## src/common/psa_regs.svh

```systemverilog
// Named constants for the packed add and absolute-value datapath.
`ifndef PSA_REGS_SVH
`define PSA_REGS_SVH
`define PSA_HALF_W        16
`define PSA_BYTE_W        8
`define PSA_HALF_MIN      16'h8000
`define PSA_HALF_MAX      16'h7fff
`define PSA_HALF_ONE      16'h0001
`define PSA_DW_SHIFT      3
`define PSA_PCREL_SHIFT   2
`define PSA_AMR_BK0_LSB   16
`define PSA_AMR_BK1_LSB   21
`define PSA_BK_W          5
`define PSA_MODE_W        2
`define PSA_MODE_CIRC0    2'h1
`define PSA_MODE_CIRC1    2'h2
`define PSA_CIRC_IDX_LO   5'h04
`define PSA_CIRC_IDX_HI   5'h07
`define PSA_ONES64        64'hffff_ffff_ffff_ffff
`define PSA_SHAMT_ONE     6'h01
`define PSA_ZERO32        32'h0000_0000
`define PSA_NOP_ZERO      3'h0
`define PSA_NOP_ONE       3'h1
`endif

```

## src/common/psa_pkg.sv

```systemverilog
// Types shared by the packed add and absolute-value datapath.
package psa_pkg;
   typedef enum logic [4:0] {
      OP_HALF_ABS  = 5'h01,
      OP_HALF_ADD  = 5'h02,
      OP_BYTE_ADD  = 5'h04,
      OP_DWADR_ADD = 5'h08,
      OP_PCREL_ADD = 5'h10
   } psa_op_type;

   typedef enum logic [2:0] {
      UNIT_SHIFT = 3'h1,
      UNIT_LOGIC = 3'h2,
      UNIT_DADDR = 3'h4
   } psa_unit_type;

   typedef enum logic [1:0] {
      ST_RUN = 2'h1,
      ST_NOP = 2'h2
   } psa_state_type;
endpackage

```

## src/hdl/psa_unit.sv

```systemverilog
// Execute-stage datapath for packed absolute value, packed adds and address adds.
`timescale 1ns/1ps
`default_nettype none
`include "psa_regs.svh"

// Contract
// (RL1) Each signed halfword gets its absolute value; most negative saturates to maximum.
// (RL2) Packed absolute value never touches the saturation flag.
// (RL3) Dual halfword add forms two signed 16-bit sums in matching lanes.
// (RL4) No carry passes from the low halfword sum into the high one.
// (RL5) Dual halfword add runs on shift, logic and data-address units.
// (RL6) Quad byte add sums four independent 8-bit lanes into matching bytes.
// (RL7) Quad byte lane results wrap modulo 256, never saturate.
// (RL8) No carry crosses between any two byte lanes.
// (RL9) Doubleword address add: first operand shifted left three, plus second operand.
// (RL10) Linear by default; registers 4 to 7 either side follow addressing mode.
// (RL11) PC-relative add: signed 7-bit constant shifted left two plus packet base.
// (RL12) PC-relative add inserts its 3-bit count of no-operation cycles afterwards.
// (RL13) Instruction stream issues at most one PC-relative add per cycle.
// (RL14) Instruction stream never pairs PC-relative add with a taken relative branch.
// (RL15) Circular mode changes only result bits N to 0; upper bits keep base.
// (RL16) Circular block size is a byte count, never scaled by data size.
// (RL17) A failed predicate leaves the destination unchanged like a no-operation.
// (RL18) Sources read and destination written in one stage, zero delay slots.
module psa_unit
   import psa_pkg::*;
(
   input  wire logic         CLK,
   input  wire logic         NRST,
   input  wire logic         CE,
   input  wire logic         ISSUE,
   input  wire psa_op_type   OP,
   input  wire psa_unit_type UNIT,
   input  wire logic         COND_PASS,
   input  wire logic [31:0]  SRC1,
   input  wire logic [31:0]  SRC2,
   input  wire logic [4:0]   BASE_IDX,
   input  wire logic         BASE_SIDE_B,
   input  wire logic [31:0]  ADDRESSING_MODE_REGISTER,
   input  wire logic [31:0]  FETCH_BASE,
   input  wire logic [6:0]   CONST7,
   input  wire logic [2:0]   NOP_COUNT,
   output logic      [31:0]  RESULT,
   output logic              RESULT_WE,
   output logic              BUSY,
   output logic              ILLEGAL,
   output logic              SAT_SET
);

   logic [31:0]   result_ff;
   logic [31:0]   nxt_result;
   logic          we_ff;
   logic          nxt_we;
   logic          illegal_ff;
   logic          nxt_illegal;
   logic          sat_ff;
   logic          nxt_sat;
   psa_state_type st_ff;
   psa_state_type nxt_st;
   logic [2:0]    nop_cnt_ff;
   logic [2:0]    nxt_nop_cnt;
   logic          busy_ff;
   logic          nxt_busy;

   logic          accept;
   logic          legal;
   logic          exec;
   logic [31:0]   abs_val;
   logic [31:0]   dual_halfword_add_val;
   logic [31:0]   quad_byte_add_val;
   logic [31:0]   lin_val;
   logic [31:0]   adr_val;
   logic [31:0]   pcrel_val;
   logic [31:0]   op_val;
   logic [2:0]    mode_sel;
   logic [1:0]    mode;
   logic [4:0]    bk;
   logic          circ_reg;
   logic          circ;
   logic [63:0]   mask64;
   logic [31:0]   circ_mask;

   // Issues arriving during inserted no-operation cycles are not taken.
   assign accept = ISSUE && (st_ff == ST_RUN); // RL12

   always_comb begin
      case (OP)
         OP_HALF_ABS:  legal = (UNIT == UNIT_LOGIC);
         OP_HALF_ADD:  legal = 1'b1; // RL5
         OP_BYTE_ADD:  legal = (UNIT == UNIT_LOGIC);
         OP_DWADR_ADD: legal = (UNIT == UNIT_DADDR);
         OP_PCREL_ADD: legal = (UNIT == UNIT_SHIFT);
         default:      legal = 1'b0;
      endcase
   end

   assign exec = accept && legal && COND_PASS; // RL17

   for (genvar h = 0; h < 2; h++) begin : g_half
      logic [15:0] x;
      assign x = SRC2[`PSA_HALF_W*h +: `PSA_HALF_W];
      assign abs_val[`PSA_HALF_W*h +: `PSA_HALF_W] =
         (x == `PSA_HALF_MIN) ? `PSA_HALF_MAX :
         x[15] ? (~x + `PSA_HALF_ONE) : x; // RL1
      psa_lane_add #(.W(`PSA_HALF_W)) u_add ( // RL3 RL4
         .a   (SRC1[`PSA_HALF_W*h +: `PSA_HALF_W]),
         .b   (SRC2[`PSA_HALF_W*h +: `PSA_HALF_W]),
         .sum (dual_halfword_add_val[`PSA_HALF_W*h +: `PSA_HALF_W])
      );
   end

   for (genvar b = 0; b < 4; b++) begin : g_byte
      psa_lane_add #(.W(`PSA_BYTE_W)) u_add ( // RL6 RL7 RL8
         .a   (SRC1[`PSA_BYTE_W*b +: `PSA_BYTE_W]),
         .b   (SRC2[`PSA_BYTE_W*b +: `PSA_BYTE_W]),
         .sum (quad_byte_add_val[`PSA_BYTE_W*b +: `PSA_BYTE_W])
      );
   end

   // Circular mode comes from the two-bit field of the base register.
   assign mode_sel  = {BASE_SIDE_B, BASE_IDX[1:0]};
   assign mode      = ADDRESSING_MODE_REGISTER[{mode_sel, 1'b0} +: `PSA_MODE_W];
   assign circ_reg  = (BASE_IDX >= `PSA_CIRC_IDX_LO) && (BASE_IDX <= `PSA_CIRC_IDX_HI); // RL10
   assign circ      = circ_reg && ((mode == `PSA_MODE_CIRC0) || (mode == `PSA_MODE_CIRC1)); // RL10
   assign bk        = (mode == `PSA_MODE_CIRC0) ? ADDRESSING_MODE_REGISTER[`PSA_AMR_BK0_LSB +: `PSA_BK_W]
                                                : ADDRESSING_MODE_REGISTER[`PSA_AMR_BK1_LSB +: `PSA_BK_W];
   // The block field is used as a byte exponent directly, with no data-size scaling.
   assign mask64    = ~(`PSA_ONES64 << ({1'b0, bk} + `PSA_SHAMT_ONE)); // RL16
   assign circ_mask = mask64[31:0];
   assign lin_val   = SRC2 + (SRC1 << `PSA_DW_SHIFT); // RL9
   assign adr_val   = circ ? ((SRC2 & ~circ_mask) | (lin_val & circ_mask)) : lin_val; // RL15
   assign pcrel_val = FETCH_BASE + (32'($signed(CONST7)) << `PSA_PCREL_SHIFT); // RL11

   always_comb begin
      case (OP)
         OP_HALF_ABS:  op_val = abs_val;
         OP_HALF_ADD:  op_val = dual_halfword_add_val;
         OP_BYTE_ADD:  op_val = quad_byte_add_val;
         OP_DWADR_ADD: op_val = adr_val;
         OP_PCREL_ADD: op_val = pcrel_val;
         default:      op_val = `PSA_ZERO32;
      endcase
   end

   // Result path: written at the end of the single execute stage.
   always_comb begin
      nxt_result  = exec ? op_val : result_ff; // RL17 RL18
      nxt_we      = exec; // RL18
      nxt_illegal = accept && !legal;
      nxt_sat     = 1'b0; // RL2
   end

   always_ff @(posedge CLK or negedge NRST) begin
      if (!NRST) begin
         result_ff  <= `PSA_ZERO32;
         we_ff      <= 1'b0;
         illegal_ff <= 1'b0;
         sat_ff     <= 1'b0;
      end else if (CE) begin
         result_ff  <= nxt_result;
         we_ff      <= nxt_we;
         illegal_ff <= nxt_illegal;
         sat_ff     <= nxt_sat;
      end
   end

   // No-operation insertion after a PC-relative add, predicated or not.
   always_comb begin
      nxt_st      = st_ff;
      nxt_nop_cnt = nop_cnt_ff;
      case (st_ff)
         ST_RUN: begin
            if (accept && legal && (OP == OP_PCREL_ADD) && (NOP_COUNT != `PSA_NOP_ZERO)) begin
               nxt_st      = ST_NOP; // RL12
               nxt_nop_cnt = NOP_COUNT;
            end
         end
         ST_NOP: begin
            nxt_nop_cnt = nop_cnt_ff - `PSA_NOP_ONE; // RL12
            if (nop_cnt_ff == `PSA_NOP_ONE) begin
               nxt_st = ST_RUN;
            end
         end
         default: begin
            nxt_st      = ST_RUN;
            nxt_nop_cnt = `PSA_NOP_ZERO;
         end
      endcase
      nxt_busy = (nxt_st == ST_NOP);
   end

   always_ff @(posedge CLK or negedge NRST) begin
      if (!NRST) begin
         st_ff      <= ST_RUN;
         nop_cnt_ff <= `PSA_NOP_ZERO;
         busy_ff    <= 1'b0;
      end else if (CE) begin
         st_ff      <= nxt_st;
         nop_cnt_ff <= nxt_nop_cnt;
         busy_ff    <= nxt_busy;
      end
   end

   assign RESULT    = result_ff;
   assign RESULT_WE = we_ff;
   assign BUSY      = busy_ff;
   assign ILLEGAL   = illegal_ff;
   assign SAT_SET   = sat_ff;

   // Helper values sampled by the checks below.
   logic [15:0] chk_hi;
   logic [7:0]  chk_b3;
   logic [31:0] chk_lin;
   assign chk_hi  = SRC1[31:16] + SRC2[31:16];
   assign chk_b3  = SRC1[31:24] + SRC2[31:24];
   assign chk_lin = SRC2 + {SRC1[28:0], 3'h0};
endmodule // psa_unit
`default_nettype wire

```

## src/hdl/psa_lane_add.sv

```systemverilog
// One carry-isolated lane adder; the sum wraps modulo two to the lane width.
`timescale 1ns/1ps
`default_nettype none
module psa_lane_add #(
   parameter int W = 8
) (
   input  wire logic [W-1:0] a,
   input  wire logic [W-1:0] b,
   output logic      [W-1:0] sum
);
   assign sum = a + b;
endmodule // psa_lane_add
`default_nettype wire

```

## config.mk

```make
export PLATFORM = sky130hd
export DESIGN_NAME = psa_unit
export DESIGN_NICKNAME = d
export VERILOG_FILES = /design/src/common/psa_pkg.sv /design/src/hdl/psa_unit.sv /design/src/hdl/psa_lane_add.sv
export VERILOG_INCLUDE_DIRS = /design/src /design/src/common
export SDC_FILE = /design/constraint.sdc
export NUM_CORES = 1
export LEC_CHECK = 0
export ABC_AREA = 0
export BUFFER_PORTS_ARGS = -buffer_cell sky130_fd_sc_hd__clkbuf_2
export CORE_MARGIN = 3
export CORE_UTILIZATION = 40
export DETAILED_ROUTE_END_ITERATION = 10
export PLACE_DENSITY = 0.61
export SYNTH_ARGS = -nofsm -noshare
export SYNTH_HDL_FRONTEND = slang
export SYNTH_SLANG_ARGS = --single-unit
```

## constraint.sdc

```tcl
create_clock -name CLK -period 2.2 [get_ports CLK]
set_clock_uncertainty 0.2 [all_clocks]
set_input_delay 0.22 -clock CLK [delete_from_list [all_inputs] [get_ports CLK]]
set_output_delay 0.22 -clock CLK [all_outputs]
set_load 0.005 [all_outputs]
```

# After elaboration in Yosys (flattened, before gate mapping)
# Index checks and enable logic that the tools add are counted.
[word_totals] register_bits=40 input_bits=157 out_inout_bits=36 elab_cells=73
[op_classes] addsub=12 n_lt_le_gt_ge=2 n_eq_ne=17 shifts=2 muxes=13 n_bitwise=7 reduce_logical=14
[ops] operator="case mux 32 bit (5 select lines)" count=1
[ops] operator="adder 32 bit" count=2
[ops] operator="AND 32 bit" count=2
[ops] operator="2-to-1 mux 16 bit" count=4
[ops] operator="NOT 32 bit" count=2
[ops] operator="left shift 64 x 6 -> 32 bit (first input constant)" count=1
[ops] operator="adder 16 x 1 -> 16 bit (second input constant)" count=2
[ops] operator="adder 16 bit" count=2
[ops] operator="adder 8 bit" count=4
[ops] operator="== test 16 bit (second input constant)" count=2
[ops] operator="2-to-1 mux 32 bit" count=1
[ops] operator="NOT 16 bit" count=2
[ops] operator="OR 32 bit" count=1
[ops] operator="indexed part select 32 x 5 -> 2 bit" count=1
[ops] operator="logical AND 1 bit" count=8
[ops] operator="adder 5 x 1 -> 6 bit (second input constant)" count=1
[ops] operator="== test 2 bit (second input constant)" count=3
[ops] operator="== test 3 x 1 -> 1 bit (second input constant)" count=2
[ops] operator="case mux 3 bit (2 select lines)" count=1
[ops] operator="== test 5 x 1 -> 1 bit (second input constant)" count=1
[ops] operator="== test 5 x 2 -> 1 bit (second input constant)" count=1
[ops] operator="== test 5 x 3 -> 1 bit (second input constant)" count=1
[ops] operator="== test 5 x 4 -> 1 bit (second input constant)" count=1
[ops] operator="== test 5 bit (second input constant)" count=1
[ops] operator="other kinds (17)" count=20

# Logic depth before layout (Yosys ltp)
[logic_depth] word_depth=11 mapped_depth=17 ltp_nobuf=15

# By module
# From an unflattened synthesis, not the netlist that was laid out.
[unflattened] hier_cells=1352 hier_area_um2=10189.8
[modules_own_cells] module="psa_unit" n_inst=1 cells_per_inst=970 area_each_um2=7156.9 seq_area_each_um2=1002.2
[modules_own_cells] module="psa_lane_add at g_half[0].u_add ..." n_inst=2 cells_per_inst=107 area_each_um2=853.3 seq_area_each_um2=0.0
[modules_own_cells] module="psa_lane_add at g_byte[0].u_add ..." n_inst=4 cells_per_inst=42 area_each_um2=331.6 seq_area_each_um2=0.0

# Least setup slack after synthesis
# Ideal clock, no wire load.
[synth_path] path_type="input-to-reg" start="input BASE_IDX[0]" end="register result_ff[4] (netlist: RESULT[4])" setup_ns=0.126 t_arrival_ns=3.469 t_required_ns=1.874 setup_slack_ns=-1.595 cell_stages=16 n_path_buf=2 cell_sequence="mux4_2 mux2_2 ha_1 buf_2 mux2_2 ha_1 nand4_1 and2_1 nor3_1 o21a_1 clkbuf_1 nand2_1 nor2_1 mux2_2 a211oi_1 a21oi_1"
[synth_via] elab_chain_len=11 word_cells_on_any_way=18 cone_classes="add/sub: 1; order compare: 2; eq/ne: 2; shift: 2; mux: 3; bitwise: 5; reduce/logical: 3"
[synth_rtl] element="from (decl)" line="psa_unit.sv:37" text="input wire logic [4:0] BASE_IDX,"
[synth_rtl] element="indexed part select 32 x 5 -> 2 bit" line="psa_unit.sv:122" text="assign mode = ADDRESSING_MODE_REGISTER[{mode_sel, 1'b0} +: `PSA_MODE_W];"
[synth_rtl] element="== test 2 x 1 -> 1 bit (no source line)"
[synth_rtl] element="2-to-1 mux 5 bit" line="psa_unit.sv:125" text="assign bk = (mode == `PSA_MODE_CIRC0) ? ADDRESSING_MODE_REGISTER[`PSA_AMR_BK0_LSB +: `PSA_BK_W]"
[synth_rtl] element="adder 5 x 1 -> 6 bit (no source line)"
[synth_rtl] element="left shift 64 x 6 -> 32 bit (no source line)"
[synth_rtl] element="NOT 32 bit" line="psa_unit.sv:128" text="assign mask64 = ~(`PSA_ONES64 << ({1'b0, bk} + `PSA_SHAMT_ONE));"
[synth_rtl] element="NOT 32 bit" line="psa_unit.sv:131" text="assign adr_val = circ ? ((SRC2 & ~circ_mask) | (lin_val & circ_mask)) : lin_val;"
[synth_rtl] element="AND 32 bit" line="psa_unit.sv:131"
[synth_rtl] element="OR 32 bit" line="psa_unit.sv:131"
[synth_rtl] element="2-to-1 mux 32 bit (*)" line="psa_unit.sv:131"
[synth_rtl] element="case mux 32 bit (5 select lines) (*)" line="psa_unit.sv:135" text="case (OP)"
[synth_rtl] element="to (signal assigned)" line="psa_unit.sv:155" text="result_ff <= `PSA_ZERO32;"
[synth_rtl] element="to (signal assigned)" line="psa_unit.sv:160" text="result_ff <= nxt_result;"
[synth_rtl] element="to (decl)" line="psa_unit.sv:50" text="logic [31:0] result_ff;"
# Every way passes the cells marked *; elsewhere a longest branch is shown, timed or not.
# A chain may end at the register's enable or synchronous reset.

# Final worst setup path
[layout_path] start="input BASE_IDX[0]" end="register result_ff[26] (netlist: RESULT[26])"
# Same word-level chain as after synthesis.

==> key figures <==
Synth
  – Register area share after synthesis: 0.113
  – Ys flop type: dfrtp_1
  – Syn nets: 1460
  – Async SR Flop Fraction: 1.00
  – Distinct cells, synth: 93
  – Synthesized netlist cell count: 1199
  – Cell area after synthesis: 0.00884 sq mm
  – EDFF count, synth: 0
  – FF+latch count, synth: 40
  – Yosys warns: 0
  – Avg Inst Size Synth: 7.37 sq um

Clocking
  – Clk sink count: 40
  – CTS max path bufs: 2
  – Number of CTS-inserted buffers: 5
  – TritonCTS clock tree: yes
  – Root Buffer: clkbuf_16
  – CTS clk-pin slew, worst paths: 0.07 ns
  – H-tree levels: 2
  – Clk_lat worst skew: 0.30 ns

Status
  – Outcome: finished, violations left
  – Failing checks: negative setup slack

Global route
  – Total grt overflow: 0
  – Antenna violations before repair: 0
  – Largest net degree at the start of global routing: 41
  – Tot GR Track Use: 0.296
  – Number of global-route vias before repair: 11100
  – First-pass GRT wire length: 57.6 mm

Setup path
  – Crit path to: RESULT[26]
  – Flop-to-flop setup slack: 0.16 ns
  – Worst Setup Path Type: in2reg
  – R2R depth: 7
  – Crit path capture type: flop
  – Reg-to-Reg End: nop_cnt_ff[2]
  – Peak fanout along the critical path: 4
  – FF-to-FF Start: st_ff[0]
  – Critical Path, Cell by Cell: clkbuf_16 -> mux4_2 -> mux2_4 -> ha_4 -> mux2_4 -> ha_4 -> nand4b_1 -> a21oi_1 -> or2_4 -> buf_4 -> o31ai_2 -> buf_4 -> o22ai_1 -> a211oi_1 -> o31a_1 -> a31oi_1
  – Max stage delay on crit path: 0.48 ns
  – Req. time, crit path: 2.17 ns
  – CP Buf/Inv Count: 3
  – CP max stage cell: mux4_2
  – Crit start category: input port
  – Levels on crit path: 16
  – Cell family with most CP delay: multiplexers
  – CP startpoint: BASE_IDX[0]
  – WP data arrival: 3.36 ns

STA
  – Final hold vios: 0
  – Final Max Slew Viols: 0
  – RSZ-0062 raised after global routing: true
  – Tmin final: 3.39 ns
  – Final Setup Violations: 33
  – Maximum clock rate: 295 MHz
  – Setup ws final: -1.19 ns
  – Slew HR: 0.617
  – Measured slew at the worst slew-check pin: 0.575 ns
  – Tcrit/Tclk final: 1.54

Route
  – Initial DRT Pass Iterations: 6
  – Routed WL: 37.9 mm
  – Final ANT Viol Nets: 0
  – Remaining DRCs: 0
  – Vias/cell: 5.78
  – 1st-iter DRT viols: 1033
  – Via count: 11900
  – Wire length per cell: 18.5 um

Floorplanning
  – Initial core utilization: 0.414
  – Die footprint: 0.0239 sq mm
  – Die height: 155 um
  – Io pins: 193
  – FP Rows: 53
  – Core Area: 0.0214 sq mm
  – Die W: 155 um

Finish
  – Share of cells above drive strength 1: 0.436
  – Antenna diodes: 0
  – P&R area growth vs syn: 62.4%
  – Final core occ: 0.672
  – Nets: 2036
  – Final instance area: 0.0144 sq mm
  – # fillers: 1816
  – Most common cell after layout, fill and taps aside: buf_4
  – Highest-count cells in the layout ignoring fill and taps: buf_4 (410), clkbuf_2 (183), a21oi_1 (118), nor2_1 (96), ha_1 (94)

Power and ir drop
  – PD cells: 419 mW/mm^2
  – Max VDD drop: 0.400 mV
  – Pleak: 0.00678 uW

Placed design
  – GPL Wtd Cong: 0.966
  – Hpwl dp: 31.0 mm
  – Placed instance area: 0.0132 sq mm
  – PortBufs: 185
  – Post-place setup slack: -1.66 ns

Flow run
  – Total of max-cap violations: 0

Hold path
  – Hold Path Class: in2reg
cell type report:
type,count,area [sq um],area share
Clock inverter,2,38.8,0.00270
Multi-Input combinational cell,1069,8300,0.578
Clock buffer,6,139,0.00967
Sequential cell,40,1000,0.0698
Tap cell,275,344,0.0240
Timing Repair Buffer,625,4400,0.307
Inverter,34,128,0.00889
state kept, by name (all words and copies together), names as in the netlist:
name	count
BUSY	1
ILLEGAL	1
RESULT	32
RESULT_WE	1
nop_cnt_ff	3
st_ff	2
cells in the mapped netlist, drive strengths merged (11+ instances only):
cell type,instances,area share
a211oi,23,0.020
a21o,31,0.026
a21oi,132,0.075
a31oi,28,0.020
and3,14,0.0099
buf,12,0.0071
clkbuf,44,0.019
dfrtp,39,0.11
ha,98,0.14
inv,34,0.014
mux2i,26,0.029
nand2,86,0.037
nand2b,12,0.0085
nand3,30,0.017
nand4,17,0.012
nor2,111,0.048
nor2b,14,0.0099
nor3,43,0.025
o211ai,16,0.014
o21a,19,0.016
o21ai,76,0.043
o22ai,11,0.0078
o31ai,14,0.012
xnor2,49,0.049
xor2,39,0.039
worst min path at each step:
stage,start,endpoint,slack (ns),depth (start not counted)
2_1_floorplan,NRST,BUSY,-0.28,0
3_3_place_gp,NRST,RESULT[1],0.13,2
3_5_place_dp,NRST,RESULT_WE,0.14,2
4_1_cts,ISSUE,ILLEGAL,0.005,3
5_1_grt,ISSUE,ILLEGAL,0.03,3
6_report,ISSUE,ILLEGAL,0.02,3
metal layers:
layer	track usage	vias up	routed length, um
li1	-	5732	-
met1	0.425	5567	17100
met2	0.474	495	17100
met3	0.0330	56	2900
met4	0.0753	0	799
met5	0	-	0
through the flow:
stage	instances	total power [uW]	TNS, ns	hold slack [ns]
floorplan	1199	2940	-32.52	-0.276
global placement	2022	4680	-43.85	0.126
detailed placement	2022	4740	-45.89	0.140
CTS	2043	5790	-30.44	0.00512
global route	2051	6400	-35.13	0.0284
finish	2051	6020	-31.85	0.0205
report_power, final:
group | internal (uW) | switching [uW]
clock | 569 | 334
combinational | 1950 | 2050
sequential | 942 | 168
total | 3460 | 2560
tightest hold or removal path, delay by kind of cell:
family	cells	cell delay (ns)
AND/OR/NAND/NOR	1	0.10
AO/OA/AOI/OAI	1	0.06
buffers and inverters	1	0.11
cell families after synthesis:
kind of cell,Yosys count,synth area share
multiplexers,40,0.0524
flip-flops,40,0.113
adder cells (fa/ha/maj),104,0.152
other,1,0.000424
AND/OR/NAND/NOR,385,0.218
buffers and inverters,90,0.0402
AO/OA/AOI/OAI,451,0.336
XOR/XNOR,88,0.0872
what timing repair did:
item | CTS | global route
pin swaps | 38 | 36
resized for setup | 71 | 84
setup buffers | 11 | 11
endpoints found under the hold margin | 40 | 0
cloned | 0 | 0
hold buffers | 2 | 0
endpoints found under the setup margin | 38 | 38
(Power assumes the default switching activity.)
